### config.mk
export PLATFORM = sky130hd
export DESIGN_NAME = point_display_load_handshake
export DESIGN_NICKNAME = d
export VERILOG_FILES = /design/src/shared/pdl_pkg.sv /design/src/logic/point_display_load_handshake.sv
export VERILOG_INCLUDE_DIRS = /design/src /design/src/shared
export SDC_FILE = /design/constraint.sdc
export NUM_CORES = 1
export LEC_CHECK = 0
export BUFFER_PORTS_ARGS = -buffer_cell sky130_fd_sc_hd__buf_4
export CAP_MARGIN = 0
export CORE_UTILIZATION = 30
export CTS_CLUSTER_SIZE = 25
export DETAILED_ROUTE_END_ITERATION = 6
export GPL_TIMING_DRIVEN = 0
export PLACE_DENSITY = 0.46
export SYNTH_ARGS = -nofsm -noshare
export SYNTH_HDL_FRONTEND = slang
export SYNTH_SLANG_ARGS = --single-unit
### constraint.sdc
create_clock -name REF_CLK -period 4 [get_ports REF_CLK]
set_input_delay 0.2 -clock REF_CLK [delete_from_list [all_inputs] [get_ports REF_CLK]]
set_output_delay 0.2 -clock REF_CLK [all_outputs]
set_load 0.03 [all_outputs]
### src/shared/pdl_regs.svh
// Purpose: offsets, field positions, reset values and timing counts
// Assumes: 10 MHz reference clock, 32-bit register words
// Notes: included by the display control logic and its bench
`ifndef PDL_REGS_SVH
`define PDL_REGS_SVH

// ****************************************************************
// register offsets (byte addresses)
// ****************************************************************
`define PDL_OFS_CTRL 4'h0
`define PDL_OFS_DATA 4'h4
`define PDL_OFS_STAT 4'h8
`define PDL_ADDR_W 4

// ****************************************************************
// field positions and widths
// ****************************************************************
`define PDL_CTRL_W 14
`define PDL_COORD_W 10
`define PDL_X_LSB 0
`define PDL_Y_LSB 16
`define PDL_CTRL_RESET 14'h0000

// ****************************************************************
// bus answers
// ****************************************************************
`define PDL_RESP_OKAY 2'b00
`define PDL_RESP_SLVERR 2'b10

// ****************************************************************
// timing
// ****************************************************************
`define PDL_CLK_PERIOD_NS 100
`define PDL_CLR_TIME_NS 1000
`define PDL_SETTLE_TIME_NS 3000
`define PDL_STROBE_TIME_NS 2500
`define PDL_CTL_GAP_NS 1000
`define PDL_CLR_CYC (`PDL_CLR_TIME_NS / `PDL_CLK_PERIOD_NS)
`define PDL_SETTLE_CYC (`PDL_SETTLE_TIME_NS / `PDL_CLK_PERIOD_NS)
`define PDL_STROBE_CYC (`PDL_STROBE_TIME_NS / `PDL_CLK_PERIOD_NS)
`define PDL_CTL_GAP_CYC (`PDL_CTL_GAP_NS / `PDL_CLK_PERIOD_NS)
`define PDL_CNT_W 6

`endif

### src/shared/pdl_pkg.sv
// Purpose: types used by the display control logic; the bench does not import them
// Assumes: pdl_regs.svh holds every number
// Notes: ctrl_t bit order is the status word layout, msb first
`default_nettype none
package pdl_pkg;

	// ****************************************************************
	// control register, 14 bits; busy and light pen sit on top
	// ****************************************************************
	typedef struct packed {
		logic busy;
		logic lp;
		logic ready;
		logic x_only;
		logic y_only;
		logic [2:0] inten;
		logic [2:0] data_pia;
		logic [2:0] lp_pia;
	} ctrl_t;

	typedef enum {W_IDLE, W_GAP, W_RESP} wr_state_t;
	typedef enum {R_IDLE, R_STROBE, R_RESP} rd_state_t;

endpackage
`default_nettype wire

### src/logic/point_display_load_handshake.sv
// Purpose: host-to-point-display load handshake behind an AXI4-Lite slave
// Assumes: one 10 MHz clock; display pins are asynchronous
// Notes: host commands are register accesses, pulses are clock cycles
`include "pdl_regs.svh"
`timescale 1ns/10ps
`default_nettype none

module point_display_load_handshake
	import pdl_pkg::*;
(
	input wire logic REF_CLK,
	input wire logic RST_B,
	input wire logic [`PDL_ADDR_W-1:0] S_AXI_AWADDR,
	input wire logic S_AXI_AWVALID,
	output logic S_AXI_AWREADY,
	input wire logic [31:0] S_AXI_WDATA,
	input wire logic [3:0] S_AXI_WSTRB,
	input wire logic S_AXI_WVALID,
	output logic S_AXI_WREADY,
	output logic [1:0] S_AXI_BRESP,
	output logic S_AXI_BVALID,
	input wire logic S_AXI_BREADY,
	input wire logic [`PDL_ADDR_W-1:0] S_AXI_ARADDR,
	input wire logic S_AXI_ARVALID,
	output logic S_AXI_ARREADY,
	output logic [31:0] S_AXI_RDATA,
	output logic [1:0] S_AXI_RRESP,
	output logic S_AXI_RVALID,
	input wire logic S_AXI_RREADY,
	input wire logic DISPLAY_DONE_PULSE,
	input wire logic LIGHT_PEN_HIT,
	output logic BUFFER_CLEAR_PULSE,
	output logic DISPLAY_LOAD_PULSE,
	output logic [2:0] INTENSITY_PULSE,
	output logic [`PDL_COORD_W-1:0] X_BUFFER,
	output logic [`PDL_COORD_W-1:0] Y_BUFFER,
	output logic STATUS_DRIVE_ENABLE,
	output logic LIGHT_PEN_IRQ
);
	// ****************************************************************
	// bus write side
	// ****************************************************************
	wr_state_t wst_q, wst_d;
	logic aw_got_q, aw_got_d, w_got_q, w_got_d;
	logic [`PDL_ADDR_W-1:0] awaddr_q, awaddr_d;
	logic [31:0] wdata_q, wdata_d;
	logic [1:0] bresp_q, bresp_d;
	logic [`PDL_CNT_W-1:0] wcnt_q, wcnt_d;
	logic ctrl_clear, ctrl_set, data_out_command;
	assign S_AXI_AWREADY = (wst_q == W_IDLE) && !aw_got_q;
	assign S_AXI_WREADY = (wst_q == W_IDLE) && !w_got_q;
	assign S_AXI_BVALID = (wst_q == W_RESP);
	assign S_AXI_BRESP = bresp_q;
	always_comb begin
		wst_d = wst_q;
		aw_got_d = aw_got_q;
		w_got_d = w_got_q;
		awaddr_d = awaddr_q;
		wdata_d = wdata_q;
		bresp_d = bresp_q;
		wcnt_d = wcnt_q;
		ctrl_clear = 1'b0;
		ctrl_set = 1'b0;
		data_out_command = 1'b0;
		case (wst_q)
			W_IDLE: begin
				if (S_AXI_AWVALID && S_AXI_AWREADY) begin
					aw_got_d = 1'b1;
					awaddr_d = S_AXI_AWADDR;
				end
				if (S_AXI_WVALID && S_AXI_WREADY) begin
					w_got_d = 1'b1;
					wdata_d = S_AXI_WDATA;
				end
				if (aw_got_q && w_got_q) begin
					aw_got_d = 1'b0;
					w_got_d = 1'b0;
					bresp_d = `PDL_RESP_OKAY;
					if (awaddr_q == `PDL_OFS_CTRL) begin
						ctrl_clear = 1'b1;
						wcnt_d = `PDL_CNT_W'(`PDL_CTL_GAP_CYC - 1);
						wst_d = W_GAP;
					end else if (awaddr_q == `PDL_OFS_DATA) begin
						data_out_command = 1'b1;
						wst_d = W_RESP;
					end else begin
						bresp_d = `PDL_RESP_SLVERR;
						wst_d = W_RESP;
					end
				end
			end
			W_GAP: begin
				if (wcnt_q == '0) begin
					ctrl_set = 1'b1;
					wst_d = W_RESP;
				end else begin
					wcnt_d = wcnt_q - 1'b1;
				end
			end
			W_RESP: begin
				if (S_AXI_BREADY) wst_d = W_IDLE;
			end
			default: wst_d = W_IDLE;
		endcase
	end

	always_ff @(posedge REF_CLK) begin
		if (!RST_B) begin
			wst_q <= W_IDLE;
			aw_got_q <= 1'b0;
			w_got_q <= 1'b0;
			awaddr_q <= '0;
			wdata_q <= '0;
			bresp_q <= `PDL_RESP_OKAY;
			wcnt_q <= '0;
		end else begin
			wst_q <= wst_d;
			aw_got_q <= aw_got_d;
			w_got_q <= w_got_d;
			awaddr_q <= awaddr_d;
			wdata_q <= wdata_d;
			bresp_q <= bresp_d;
			wcnt_q <= wcnt_d;
		end
	end

	// ****************************************************************
	// bus read side, status read strobe
	// ****************************************************************
	rd_state_t rst_q, rst_d;
	logic [31:0] rdata_q, rdata_d;
	logic [1:0] rresp_q, rresp_d;
	logic [`PDL_CNT_W-1:0] rcnt_q, rcnt_d;
	logic light_pen_clear_pulse;
	ctrl_t ctl_q, ctl_d;
	logic [`PDL_COORD_W-1:0] x_q, x_d, y_q, y_d;
	assign S_AXI_ARREADY = (rst_q == R_IDLE);
	assign S_AXI_RVALID = (rst_q == R_RESP);
	assign S_AXI_RDATA = rdata_q;
	assign S_AXI_RRESP = rresp_q;
	assign STATUS_DRIVE_ENABLE = (rst_q == R_STROBE);
	always_comb begin
		rst_d = rst_q;
		rdata_d = rdata_q;
		rresp_d = rresp_q;
		rcnt_d = rcnt_q;
		light_pen_clear_pulse = 1'b0;
		case (rst_q)
			R_IDLE: begin
				if (S_AXI_ARVALID) begin
					rresp_d = `PDL_RESP_OKAY;
					rdata_d = '0;
					if (S_AXI_ARADDR == `PDL_OFS_STAT) begin
						rcnt_d = `PDL_CNT_W'(`PDL_STROBE_CYC - 1);
						rst_d = R_STROBE;
					end else begin
						if (S_AXI_ARADDR == `PDL_OFS_CTRL) begin
							rdata_d[`PDL_CTRL_W-1:0] = ctl_q;
						end else if (S_AXI_ARADDR == `PDL_OFS_DATA) begin
							rdata_d[`PDL_X_LSB +: `PDL_COORD_W] = x_q;
							rdata_d[`PDL_Y_LSB +: `PDL_COORD_W] = y_q;
						end else begin
							rresp_d = `PDL_RESP_SLVERR;
						end
						rst_d = R_RESP;
					end
				end
			end
			R_STROBE: begin
				// flags reach the data lines one cycle into the strobe and stay to its end
				rdata_d = {{(32 - `PDL_CTRL_W){1'b0}}, ctl_q};
				if (rcnt_q == '0) begin
					light_pen_clear_pulse = 1'b1;
					rst_d = R_RESP;
				end else begin
					rcnt_d = rcnt_q - 1'b1;
				end
			end
			R_RESP: begin
				if (S_AXI_RREADY) rst_d = R_IDLE;
			end
			default: rst_d = R_IDLE;
		endcase
	end

	always_ff @(posedge REF_CLK) begin
		if (!RST_B) begin
			rst_q <= R_IDLE;
			rdata_q <= '0;
			rresp_q <= `PDL_RESP_OKAY;
			rcnt_q <= '0;
		end else begin
			rst_q <= rst_d;
			rdata_q <= rdata_d;
			rresp_q <= rresp_d;
			rcnt_q <= rcnt_d;
		end
	end

	// ****************************************************************
	// display pin synchronisers
	// ****************************************************************
	logic done_s1_q, done_s2_q, done_s3_q, lp_s1_q, lp_s2_q;
	logic done_p;
	always_ff @(posedge REF_CLK) begin
		if (!RST_B) begin
			done_s1_q <= 1'b0;
			done_s2_q <= 1'b0;
			done_s3_q <= 1'b0;
			lp_s1_q <= 1'b0;
			lp_s2_q <= 1'b0;
		end else begin
			done_s1_q <= DISPLAY_DONE_PULSE;
			done_s2_q <= done_s1_q;
			done_s3_q <= done_s2_q;
			lp_s1_q <= LIGHT_PEN_HIT;
			lp_s2_q <= lp_s1_q;
		end
	end
	assign done_p = done_s2_q && !done_s3_q;

	// ****************************************************************
	// display control: move, settling delay, clear window, load
	// ****************************************************************
	logic move_q, move_d, done_win_q, done_win_d;
	logic [`PDL_CNT_W-1:0] dly_q, dly_d, clr_q, clr_d;
	logic load_q, load_d, load;
	logic [2:0] inten_q, inten_d;
	ctrl_t set_val;
	always_comb begin
		set_val = ctrl_t'(wdata_q[`PDL_CTRL_W-1:0]);
		// early done skips load here; delay end picks it up
		load = (done_win_q && move_q && dly_q == '0)
			|| (dly_q == `PDL_CNT_W'(1) && !ctl_q.busy);
		ctl_d = ctl_q;
		if (ctrl_clear) ctl_d = `PDL_CTRL_RESET;
		if (ctrl_set) begin
			ctl_d = set_val;
			ctl_d.busy = ctl_q.busy;
			ctl_d.lp = ctl_q.lp;
		end
		if (data_out_command) ctl_d.ready = 1'b0;
		if (done_p) ctl_d.busy = 1'b0;
		if (load) begin
			ctl_d.busy = 1'b1;
			ctl_d.ready = 1'b1;
		end
		if (light_pen_clear_pulse) ctl_d.lp = 1'b0;
		if (lp_s2_q) ctl_d.lp = 1'b1;
		move_d = move_q;
		if (ctrl_clear || load) move_d = 1'b0;
		if (data_out_command) move_d = 1'b1;
		dly_d = (dly_q != '0) ? dly_q - 1'b1 : dly_q;
		if (data_out_command) begin
			dly_d = `PDL_CNT_W'(`PDL_SETTLE_CYC);
		end
		clr_d = (clr_q != '0) ? clr_q - 1'b1 : clr_q;
		done_win_d = done_win_q && (clr_q > `PDL_CNT_W'(1));
		if (done_p) begin
			clr_d = `PDL_CNT_W'(`PDL_CLR_CYC);
			done_win_d = 1'b1;
		end else if (data_out_command && !ctl_q.busy) begin
			clr_d = `PDL_CNT_W'(`PDL_CLR_CYC);
		end
		x_d = x_q;
		y_d = y_q;
		if (data_out_command) begin
			if (!ctl_q.y_only) begin
				x_d = wdata_q[`PDL_X_LSB +: `PDL_COORD_W];
			end
			if (!ctl_q.x_only) begin
				y_d = wdata_q[`PDL_Y_LSB +: `PDL_COORD_W];
			end
		end
		load_d = load;
		inten_d = load ? ctl_q.inten : 3'h0;
	end

	always_ff @(posedge REF_CLK) begin
		if (!RST_B) begin
			ctl_q <= `PDL_CTRL_RESET;
			move_q <= 1'b0;
			dly_q <= '0;
			clr_q <= '0;
			done_win_q <= 1'b0;
			x_q <= '0;
			y_q <= '0;
			load_q <= 1'b0;
			inten_q <= 3'h0;
		end else begin
			ctl_q <= ctl_d;
			move_q <= move_d;
			dly_q <= dly_d;
			clr_q <= clr_d;
			done_win_q <= done_win_d;
			x_q <= x_d;
			y_q <= y_d;
			load_q <= load_d;
			inten_q <= inten_d;
		end
	end

	// ****************************************************************
	// display outputs
	// ****************************************************************
	assign BUFFER_CLEAR_PULSE = (clr_q != '0);
	assign DISPLAY_LOAD_PULSE = load_q;
	assign INTENSITY_PULSE = inten_q;
	assign X_BUFFER = x_q;
	assign Y_BUFFER = y_q;
	assign LIGHT_PEN_IRQ = ctl_q.lp;
endmodule
`default_nettype wire

==> impl_results.md, run 1 <==
* Status: finished clean
* FFs w/ async S/R, synth at 0
* Cts bufs inserted at 17
* I/O pins at roughly 120
* Post-Place Cells at between 900 and 1,000
* Final Non-Filler Cells at around 950
* IR drop worst, VDD at ~0.31 mV
* Fin area at 7010 µm²
* Placed Area at 6410 µm²
* Critical Path Source Type: flip-flop
* Final ANT Viol Nets at 0
* Clk buf depth at 2
* Core box area at around 17,000 µm²
* Total of max-cap violations at 0
* CP Capture Type: flip-flop
* EDFF count, synth at 0
* Clock latency on the worst-skew pair at ~0.42 ns
* Post-route clock skew at about 0.0054 ns
* CP Data Required Time at 4.31 ns
* Worst R2R End: wcnt_q[2]$_SDFFE_PN0P_
* Total negative setup slack at 0 ns
* Vias in the first global route at roughly 4,400
* Cells along the critical path: nor3_1 -> nand4_1 -> clkbuf_1 -> nand2_1 -> nor2_1
* Main area contributors after synthesis: dfxtp_1 47%, nor2b_1 5.4%, mux2i_1 5.2%
* CTS tree: built
* Largest net degree at the start of global routing at 17
* FF+latch count, synth at 127
* CTS sink cnt at 127
* Worst hold path stage count at 3
* Crit-path max FO at 10
* Seq/Total Area, Yosys at 0.473
* Post-route DRC at 0
* Nets@finish at 770
* Post-synth top area share at 0.473
* Minimum clock period at between 2 and 2.5 ns
* Top_reg_cell synth: dfxtp_1
* Die area at between 15,000 and 20,000 µm²
* Fillers at approximately 1,800
* Drt pass-1 iters at 4
* Hold EP: wdata_q[21]$_SDFFE_PN0P_
* Largest area contributor in the netlist: dfxtp_1
* Synth Warn # at 0
* Max_slew headroom at 0.468
* Reg clk slew, reported paths at 0.06 ns
* Synth Area per Inst at a little over 9 µm²
* Die W at around 140 µm
* Share of layout cells above drive strength 1 at 0.202
* Initial antenna violation count at 0
* PD cells at 513 nW/µm²
* CP max stage delay at around 0.66 ns
* Cell variety after synth at 57
* 1st-iter DRT viols at ~150
* Total grt overflow at 0
* Worst R2R Setup Slack at around 1.7 ns
* Final worst slack at approximately 1.7 ns
* Unrepaired setup endpoints after global routing: no
* Via count at around 4,400
* R2r worst-path depth at 5
* DIE HEIGHT at 136 µm
* Data arrival, critical path at between 2 and 3 ns
* Final hold violation count at 0
* Port Buffers at 96
* Pre-CTS WS at between 1.5 and 2 ns
* Cells after synthesis at ~580
* Hold Slack at ~0.04 ns
* Worst-margin pin slew at 0.792 ns
* Routed WL per cell at around 15 µm
* Max Clk Rate at roughly 430 MHz
* Worst path slowest cell: nor3_1
* Crit path max-delay family: simple AND/OR/NAND/NOR gates
* Post-Syn Area at about 5400 µm²
* Hold path start: S_AXI_WDATA[21]
* Detail Placement HPWL at roughly 11,000 µm
* First-pass GRT wire length at 23,300 µm
* Endpoints failing setup at 0
* Buf/Inv on CP at 1
* Final slew viol count at 0
* Routability cong. at 0.829
* Period utilization at 0.586
* WS Path Type: reg -> reg
* Leakage Power at approximately 3.0 nW
* Rows at 48
* Hold Crit Class: in -> reg
* Clk root buf: clkbuf_16
* Hold buffers post-CTS at 2
* Post-cts sizing count at 0
* Post-CTS setup buffers at 0
* H-Tree Depth at 4
* ANT cells at 0
* Starting density of the core at 0.308
* P&R area growth vs syn at 30.4%
* Via/cell ratio at approximately 4.7
* Worst R2R Start: awaddr_q[3]$_SDFFE_PN0P_
* Total wire length at around 15,000 µm
* Gr usage total at 0.168
worst register-to-register path: cells and delay by family, from the launching register on:
family                 cells  cell delay (ns)
buffers and inverters      1             0.39
AND/OR/NAND/NOR            4             1.54
flip-flops                 1             0.31
registers in the layout, indices dropped and copies added (netlist names), 3 cells and up:
name             count
rcnt_q               6
wdata_q             22
clr_q                6
ctl_q               13
X_BUFFER            10
INTENSITY_PULSE      3
awaddr_q             4
S_AXI_RDATA         24
dly_q                6
Y_BUFFER            10
wcnt_q               6
per-layer routing:
| layer | part of all wire | vias up | global-route usage |
|---|---|---|---|
| met5 | 0 | - | 0 |
| met4 | 0.018 | 0 | 0.0730 |
| met3 | 0.051 | 20 | 0.0447 |
| met2 | 0.46 | 107 | 0.260 |
| met1 | 0.48 | 2064 | 0.218 |
| li1 | - | 2253 | - |
layout make-up:
class                           instances  area (µm²)  area share
Clock inverter                         10        85.1      0.0121
Timing Repair Buffer                   98         741       0.106
Inverter                               12        45.0     0.00643
Clock buffer                           22         494      0.0705
Tap cell                              225         282      0.0402
Sequential cell                       127        2540       0.363
Buffer                                 44         204      0.0291
Multi-Input combinational cell        408        2610       0.373
Yosys cell counts, types with 9 or more instances:
cell type	number
nand3_1	16
buf_4	10
nor2_1	29
nand2_1	64
a21oi_1	17
and2_1	14
nor2b_1	46
dfxtp_1	127
o21ai_0	21
inv_1	12
ha_1	9
a21boi_0	37
a22oi_1	14
a2bb2oi_1	10
mux2i_1	28
clkbuf_1	33
cell families (layout without fill, tap and decap cells):
| logic type | count (synthesis) | after routing | synth area share |
|---|---|---|---|
| AOI/OAI and AO/OA | 133 | 133 | 0.177 |
| xor gates and xnor gates | 8 | 8 | 0.0130 |
| adders and majority gates | 9 | 9 | 0.0210 |
| buffers and inverters | 56 | 186 | 0.0464 |
| DFF | 127 | 127 | 0.473 |
| muxes | 31 | 31 | 0.0585 |
| other | 1 | 10 | 0.000698 |
| and+or+nand+nor | 217 | 217 | 0.210 |
report_power, final:
| group | switching (mW) | total [mW] | internal (mW) | leakage, nW |
|---|---|---|---|---|
| Clock | 0.562 | 1.49 | 0.930 | 0.280 |
| Combinational | 0.366 | 0.663 | 0.297 | 1.66 |
| Sequential | 0.0778 | 1.44 | 1.36 | 1.03 |
| Total | 1.01 | 3.59 | 2.59 | 2.97 |
how the worst max path moves through the flow:
stage,start,endpoint,slack [ns],cells after the start
after detailed placement,awaddr_q[3]$_SDFFE_PN0P_,wcnt_q[2]$_SDFFE_PN0P_,1.59,5
after global placement,awaddr_q[3]$_SDFFE_PN0P_,wcnt_q[2]$_SDFFE_PN0P_,1.62,5
after CTS,awaddr_q[3]$_SDFFE_PN0P_,wcnt_q[2]$_SDFFE_PN0P_,1.57,5
after floorplan,S_AXI_ARADDR[2],rcnt_q[5]$_SDFFE_PN0P_,1.94,5
after global routing,awaddr_q[3]$_SDFFE_PN0P_,wcnt_q[4]$_SDFFE_PN0P_,1.39,5
final,awaddr_q[3]$_SDFFE_PN0P_,wcnt_q[2]$_SDFFE_PN0P_,1.66,5
through the flow:
stage | util | power (mW)
after global routing | 0.402 | 3.76
after floorplan | - | 1.93
after detailed placement | 0.368 | 2.13
after global placement | 0.368 | 2.11
final | 0.402 | 3.59
after CTS | 0.402 | 3.63
placed cells by master (no fill, tap or decap), types with 5 or more instances in the layout:
cell type,n
a21oi_1,17
clkinv_2,5
and3_1,7
o21a_1,5
a21boi_1,5
nand2b_1,7
nor2b_1,46
nand3_1,16
nor2_1,29
nand2_1,64
a22oi_1,14
ha_1,9
and2_1,14
buf_4,106
clkbuf_1,33
conb_1,10
inv_1,12
clkbuf_16,17
mux2i_1,28
nor3_1,8
a2bb2oi_1,10
xnor2_1,5
dfxtp_1,127
a21boi_0,37
clkbuf_8,5
o21ai_0,21
Power figures use the tool's default switching activity.
==> run 2: changes to the inputs <==
ABC_AREA = 1   (was default)
clock period = 2.3 ns   (was 4 ns; I/O delays follow)
==> impl_results.md, run 2 <==
* Internal at 4.67 mW (was 2.59 mW)
* Final worst slack at 0.572 ns (was 1.66 ns)
* Placed Area at 6370 µm² (was 6410 µm²)
* Post-Syn Area at 5350 µm² (was 5370 µm²)
* Worst path slowest cell: dfxtp_1 (was nor3_1)
* Final hold violation count at 0 (unchanged)
* FF+latch count, synth at 127 (unchanged)
* Routed WL per cell at 14.3 µm (was 15.5 µm)
* First-pass GRT wire length at 24,800 µm (was 23,300 µm)
* Compound-cell area share of the yosys netlist at 0.163 (was 0.177)
* Period utilization at 0.751
* Max reg flops at 24 (unchanged)
* Post-route clock skew at 0.00427 ns (was 0.00536 ns)
* Reg clk slew, reported paths at 0.05 ns (was 0.06 ns)
* Initial antenna violation count at 0 (unchanged)
* WS Path Type: reg -> out (was reg -> reg)
* Crit-path max FO at 10 (unchanged)
* R2r worst-path depth at 6 (was 5)
* Gate power share at 0.186 (was 0.184)
* Largest net degree at the start of global routing at 17 (unchanged)
* Leakage Power at 3.08 nW (was 2.97 nW)
* Port Buffers at 95 (was 96)
* Die area at 18,400 µm² (about the same)
* Gr usage total at 0.179 (was 0.168)
* Die W at 135 µm (was 136 µm)
* Synth Area in XOR/XNOR at 0.0164 (was 0.0130)
* GR Util met3 at 0.0520 (was 0.0447)
* P&R area growth vs syn at 36.1% (was 30.4%)
* Max_slew headroom at 0.525 (was 0.468)
* Total grt overflow at 0 (unchanged)
* Post-synth top area share at 0.476 (was 0.473)
* Detail Placement HPWL at 11,400 µm (was 10,900 µm)
* Data arrival, critical path at 1.61 ns (was 2.65 ns)
* Hold Crit Class: in -> reg (unchanged)
* Total of max-cap violations at 0 (unchanged)
* Crit path max-delay family: buffers and inverters (was simple AND/OR/NAND/NOR gates)
* Endpoints failing setup at 0 (unchanged)
* Worst hold path stage count at 3 (unchanged)
* Clock Power Share at 0.430 (was 0.415)
* CP Data Required Time at 2.18 ns (was 4.31 ns)
* I/O pins at 121 (unchanged)
* Routability cong. at 0.830 (was 0.829)
* Largest area contributor in the netlist: dfxtp_1 (unchanged)
* CP Capture Type: output pin (was flip-flop)
* Via count at 4,985 (was 4,444)
* Rows at 48 (unchanged)
* Minimum clock period at about 1.7 ns
* GR Layer Usage met2 at 0.283 (was 0.260)
* Post-route DRC at 0 (unchanged)
* Cell variety after synth at 36 (was 57)
* Critical Path Source Type: flip-flop (unchanged)
* Hold Slack at 0.0160 ns (was 0.0404 ns)
* Total wire length at 15,500 µm (was 14,600 µm)
* Worst-margin pin slew at 0.712 ns (was 0.792 ns)
* Status: finished clean (unchanged)
* Fin area at 7280 µm² (was 7010 µm²)
* Final slew viol count at 0 (unchanged)
* Cells after synthesis at 696 (was 582)
* Switching share of power at 0.281 (was 0.280)
* Post-cts sizing count at 0 (unchanged)
* Synth Area per Inst at 7.68 µm² (was 9.23 µm²)
* Switching power total at 1.83 mW (was 1.01 mW)
* Clk buf depth at 2 (unchanged)
* Synth top cells by count: 131 x nand2_1, 127 x dfxtp_1, 97 x a21oi_1, 63 x nand3_1, 60 x inv_1 (was 127 x dfxtp_1, 64 x nand2_1, 46 x nor2b_1, 37 x a21boi_0, 33 x clkbuf_1)
* H-Tree Depth at 4 (unchanged)
* Worst R2R End: wdata_q[25]$_SDFFE_PN0P_ (was wcnt_q[2]$_SDFFE_PN0P_)
* Reg power frac at 0.383 (was 0.400)
* Via/cell ratio at 4.59 (was 4.70)
* CP max stage delay at 0.32 ns (was 0.66 ns)
* Main area contributors after synthesis: dfxtp_1 48%, nand2_1 9.2%, a21oi_1 9.1% (was dfxtp_1 47%, nor2b_1 5.4%, mux2i_1 5.2%)
* Worst R2R Setup Slack at 0.69 ns (was 1.66 ns)
* DIE HEIGHT at 135 µm (was 136 µm)
* Worst R2R Start: wst_q[0]$_SDFFE_PN0P_ (was awaddr_q[3]$_SDFFE_PN0P_)
* Vias in the first global route at 4,773 (was 4,434)
* Clock latency on the worst-skew pair at 0.42 ns (about the same)
* Adder-Cell Fraction of Synth Area at 0.0211 (was 0.0210)
* Most frequent cell after synthesis: nand2_1 (was dfxtp_1)
* Top_reg_cell synth: dfxtp_1 (unchanged)
* Clk root buf: clkbuf_16 (unchanged)
* Share of layout cells above drive strength 1 at 0.200 (was 0.202)
* 1st-iter DRT viols at 187 (was 153)
* Hold path start: S_AXI_AWADDR[3] (was S_AXI_WDATA[21])
* Core box area at 17,400 µm² (about the same)
* ANT cells at 0 (unchanged)
* Largest family of logic cells by synthesized area: simple AND/OR/NAND/NOR gates (unchanged)
* Post-synthesis mux area share at 0 (was 0.0585)
* Synth Warn # at 0 (unchanged)
* GRT met1 Usage at 0.234 (was 0.218)
* Commonest non-fill, non-tap cell in the layout: nand2_1 (was dfxtp_1)
* Commonest cells after routing, fill and taps aside: 131 x nand2_1, 127 x dfxtp_1, 106 x buf_4, 97 x a21oi_1, 63 x nand3_1 (was 127 x dfxtp_1, 106 x buf_4, 64 x nand2_1, 46 x nor2b_1, 37 x a21boi_0)
* Pre-CTS WS at 0.742 ns (was 1.59 ns)
* CTS tree: built (unchanged)
* GRT busiest layer: met2 (unchanged)
* Final ANT Viol Nets at 0 (unchanged)
* Cts bufs inserted at 17 (unchanged)
* CTS sink cnt at 127 (unchanged)
* Total negative setup slack at 0 ns (unchanged)
* Cells along the critical path: inv_1 -> nand2_1 -> nor2_2 -> buf_2 -> buf_4 (was nor3_1 -> nand4_1 -> clkbuf_1 -> nand2_1 -> nor2_1)
* Buf/Inv on CP at 3 (was 1)
* Hold EP: awaddr_q[3]$_SDFFE_PN0P_ (was wdata_q[21]$_SDFFE_PN0P_)
* Starting density of the core at 0.308 (about the same)
* Seq/Total Area, Yosys at 0.476 (was 0.473)
* FFs w/ async S/R, synth at 0 (unchanged)
* Fillers at 1,810 (was 1,800)
* IR drop worst, VDD at 0.536 mV (was 0.308 mV)
* Max Clk Rate at 579 MHz
* Synth Area in Simple Gates at 0.232 (was 0.210)
* Tot Pwr at 6.50 mW (was 3.59 mW)
* Drt pass-1 iters at 4 (unchanged)
* Nets@finish at 910 (was 770)
* Unrepaired setup endpoints after global routing: no (unchanged)
* EDFF count, synth at 0 (unchanged)
* PD cells at 893 nW/µm² (was 513 nW/µm²)
==> run 2: cell count changes in the layout (fill, tap and decap cells not counted), sizes merged, moves of 42 or more <==
cell and change:
a21boi -42, a21oi +80, inv +52, nand2 +77
nand3 +47, nor2b -46
==> run 2: layout make-up <==
type / instances / area [µm²] / share of cell area
clock inverters: 11 / 165 / 0.0227
inverters: 64 / 240 / 0.0330
flip-flops and latches: 127 / 2540 / 0.349
well taps: 225 / 282 / 0.0387
repair buffers: 124 / 1000 / 0.138
plain buffers: 42 / 246 / 0.0339
clock buffers: 20 / 447 / 0.0614
multi-input cells: 472 / 2350 / 0.323
==> run 2: how the worst max path moves through the flow <==
| stage | startpoint | end | slack (ns) | cells after the start |
|---|---|---|---|---|
| 4_1_cts | wst_q[0]$_SDFFE_PN0P_ | S_AXI_WREADY | 0.54 | 5 |
| 2_1_floorplan | wst_q[0]$_SDFFE_PN0P_ | awaddr_q[2]$_SDFFE_PN0P_ | 0.76 | 6 |
| 3_3_place_gp | wst_q[0]$_SDFFE_PN0P_ | ctl_q[7]$_SDFFE_PN0P_ | 0.76 | 8 |
| 6_report | wst_q[0]$_SDFFE_PN0P_ | S_AXI_WREADY | 0.57 | 5 |
| 5_1_grt | wst_q[0]$_SDFFE_PN0P_ | S_AXI_WREADY | 0.44 | 5 |
| 3_5_place_dp | rst_q[0]$_SDFFE_PN0P_ | S_AXI_RDATA[21]$_SDFFE_PN0P_ | 0.74 | 6 |
==> run 2: timing repair <==
| item | 4_1_cts | 5_1_grt |
|---|---|---|
| hold buffers | 29 | 0 |
| buffers inserted | 0 | 0 |
| hold endpoints to repair | 27 | 0 |
==> run 2: worst reg2reg max path, cell delays in order (launching register included) <==
cell,delay (ns)
dfxtp_1,0.32
inv_1,0.08
nand2_1,0.10
nor2_2,0.23
nand3_1,0.10
dlygate4sd3_1,0.57
a21oi_1,0.13
==> run 2: power by group through the flow <==
stage	Clock [mW]	Combinational (mW)	Sequential, mW
6_report	2.80	1.21	2.49
5_1_grt	2.96	1.35	2.51
4_1_cts	2.86	1.22	2.49
3_5_place_dp	0	1.17	2.54
3_3_place_gp	0	1.15	2.53
2_1_floorplan	0	0.804	2.56
==> run 2: stage by stage <==
stage / util / instances
floorplan: - / 705
global placement: 0.367 / 1025
detailed placement: 0.367 / 1025
CTS: 0.419 / 1085
global route: 0.419 / 1085
finish: 0.419 / 1085
==> run 2: cells by family (layout without fill, tap and decap cells) <==
| kind of cell | count (synthesis) | after routing |
|---|---|---|
| fa+ha+maj | 9 | 9 |
| other cells | 1 | 10 |
| simple gates | 279 | 279 |
| xor+xnor | 10 | 10 |
| compound gates | 164 | 164 |
| buf+inv | 106 | 261 |
| flops | 127 | 127 |
==> run 2: routing by layer <==
layer,up-vias,wire length [µm]
li1,2589,-
met1,2278,7480
met2,103,7050
met3,15,804
met4,0,173
met5,-,0
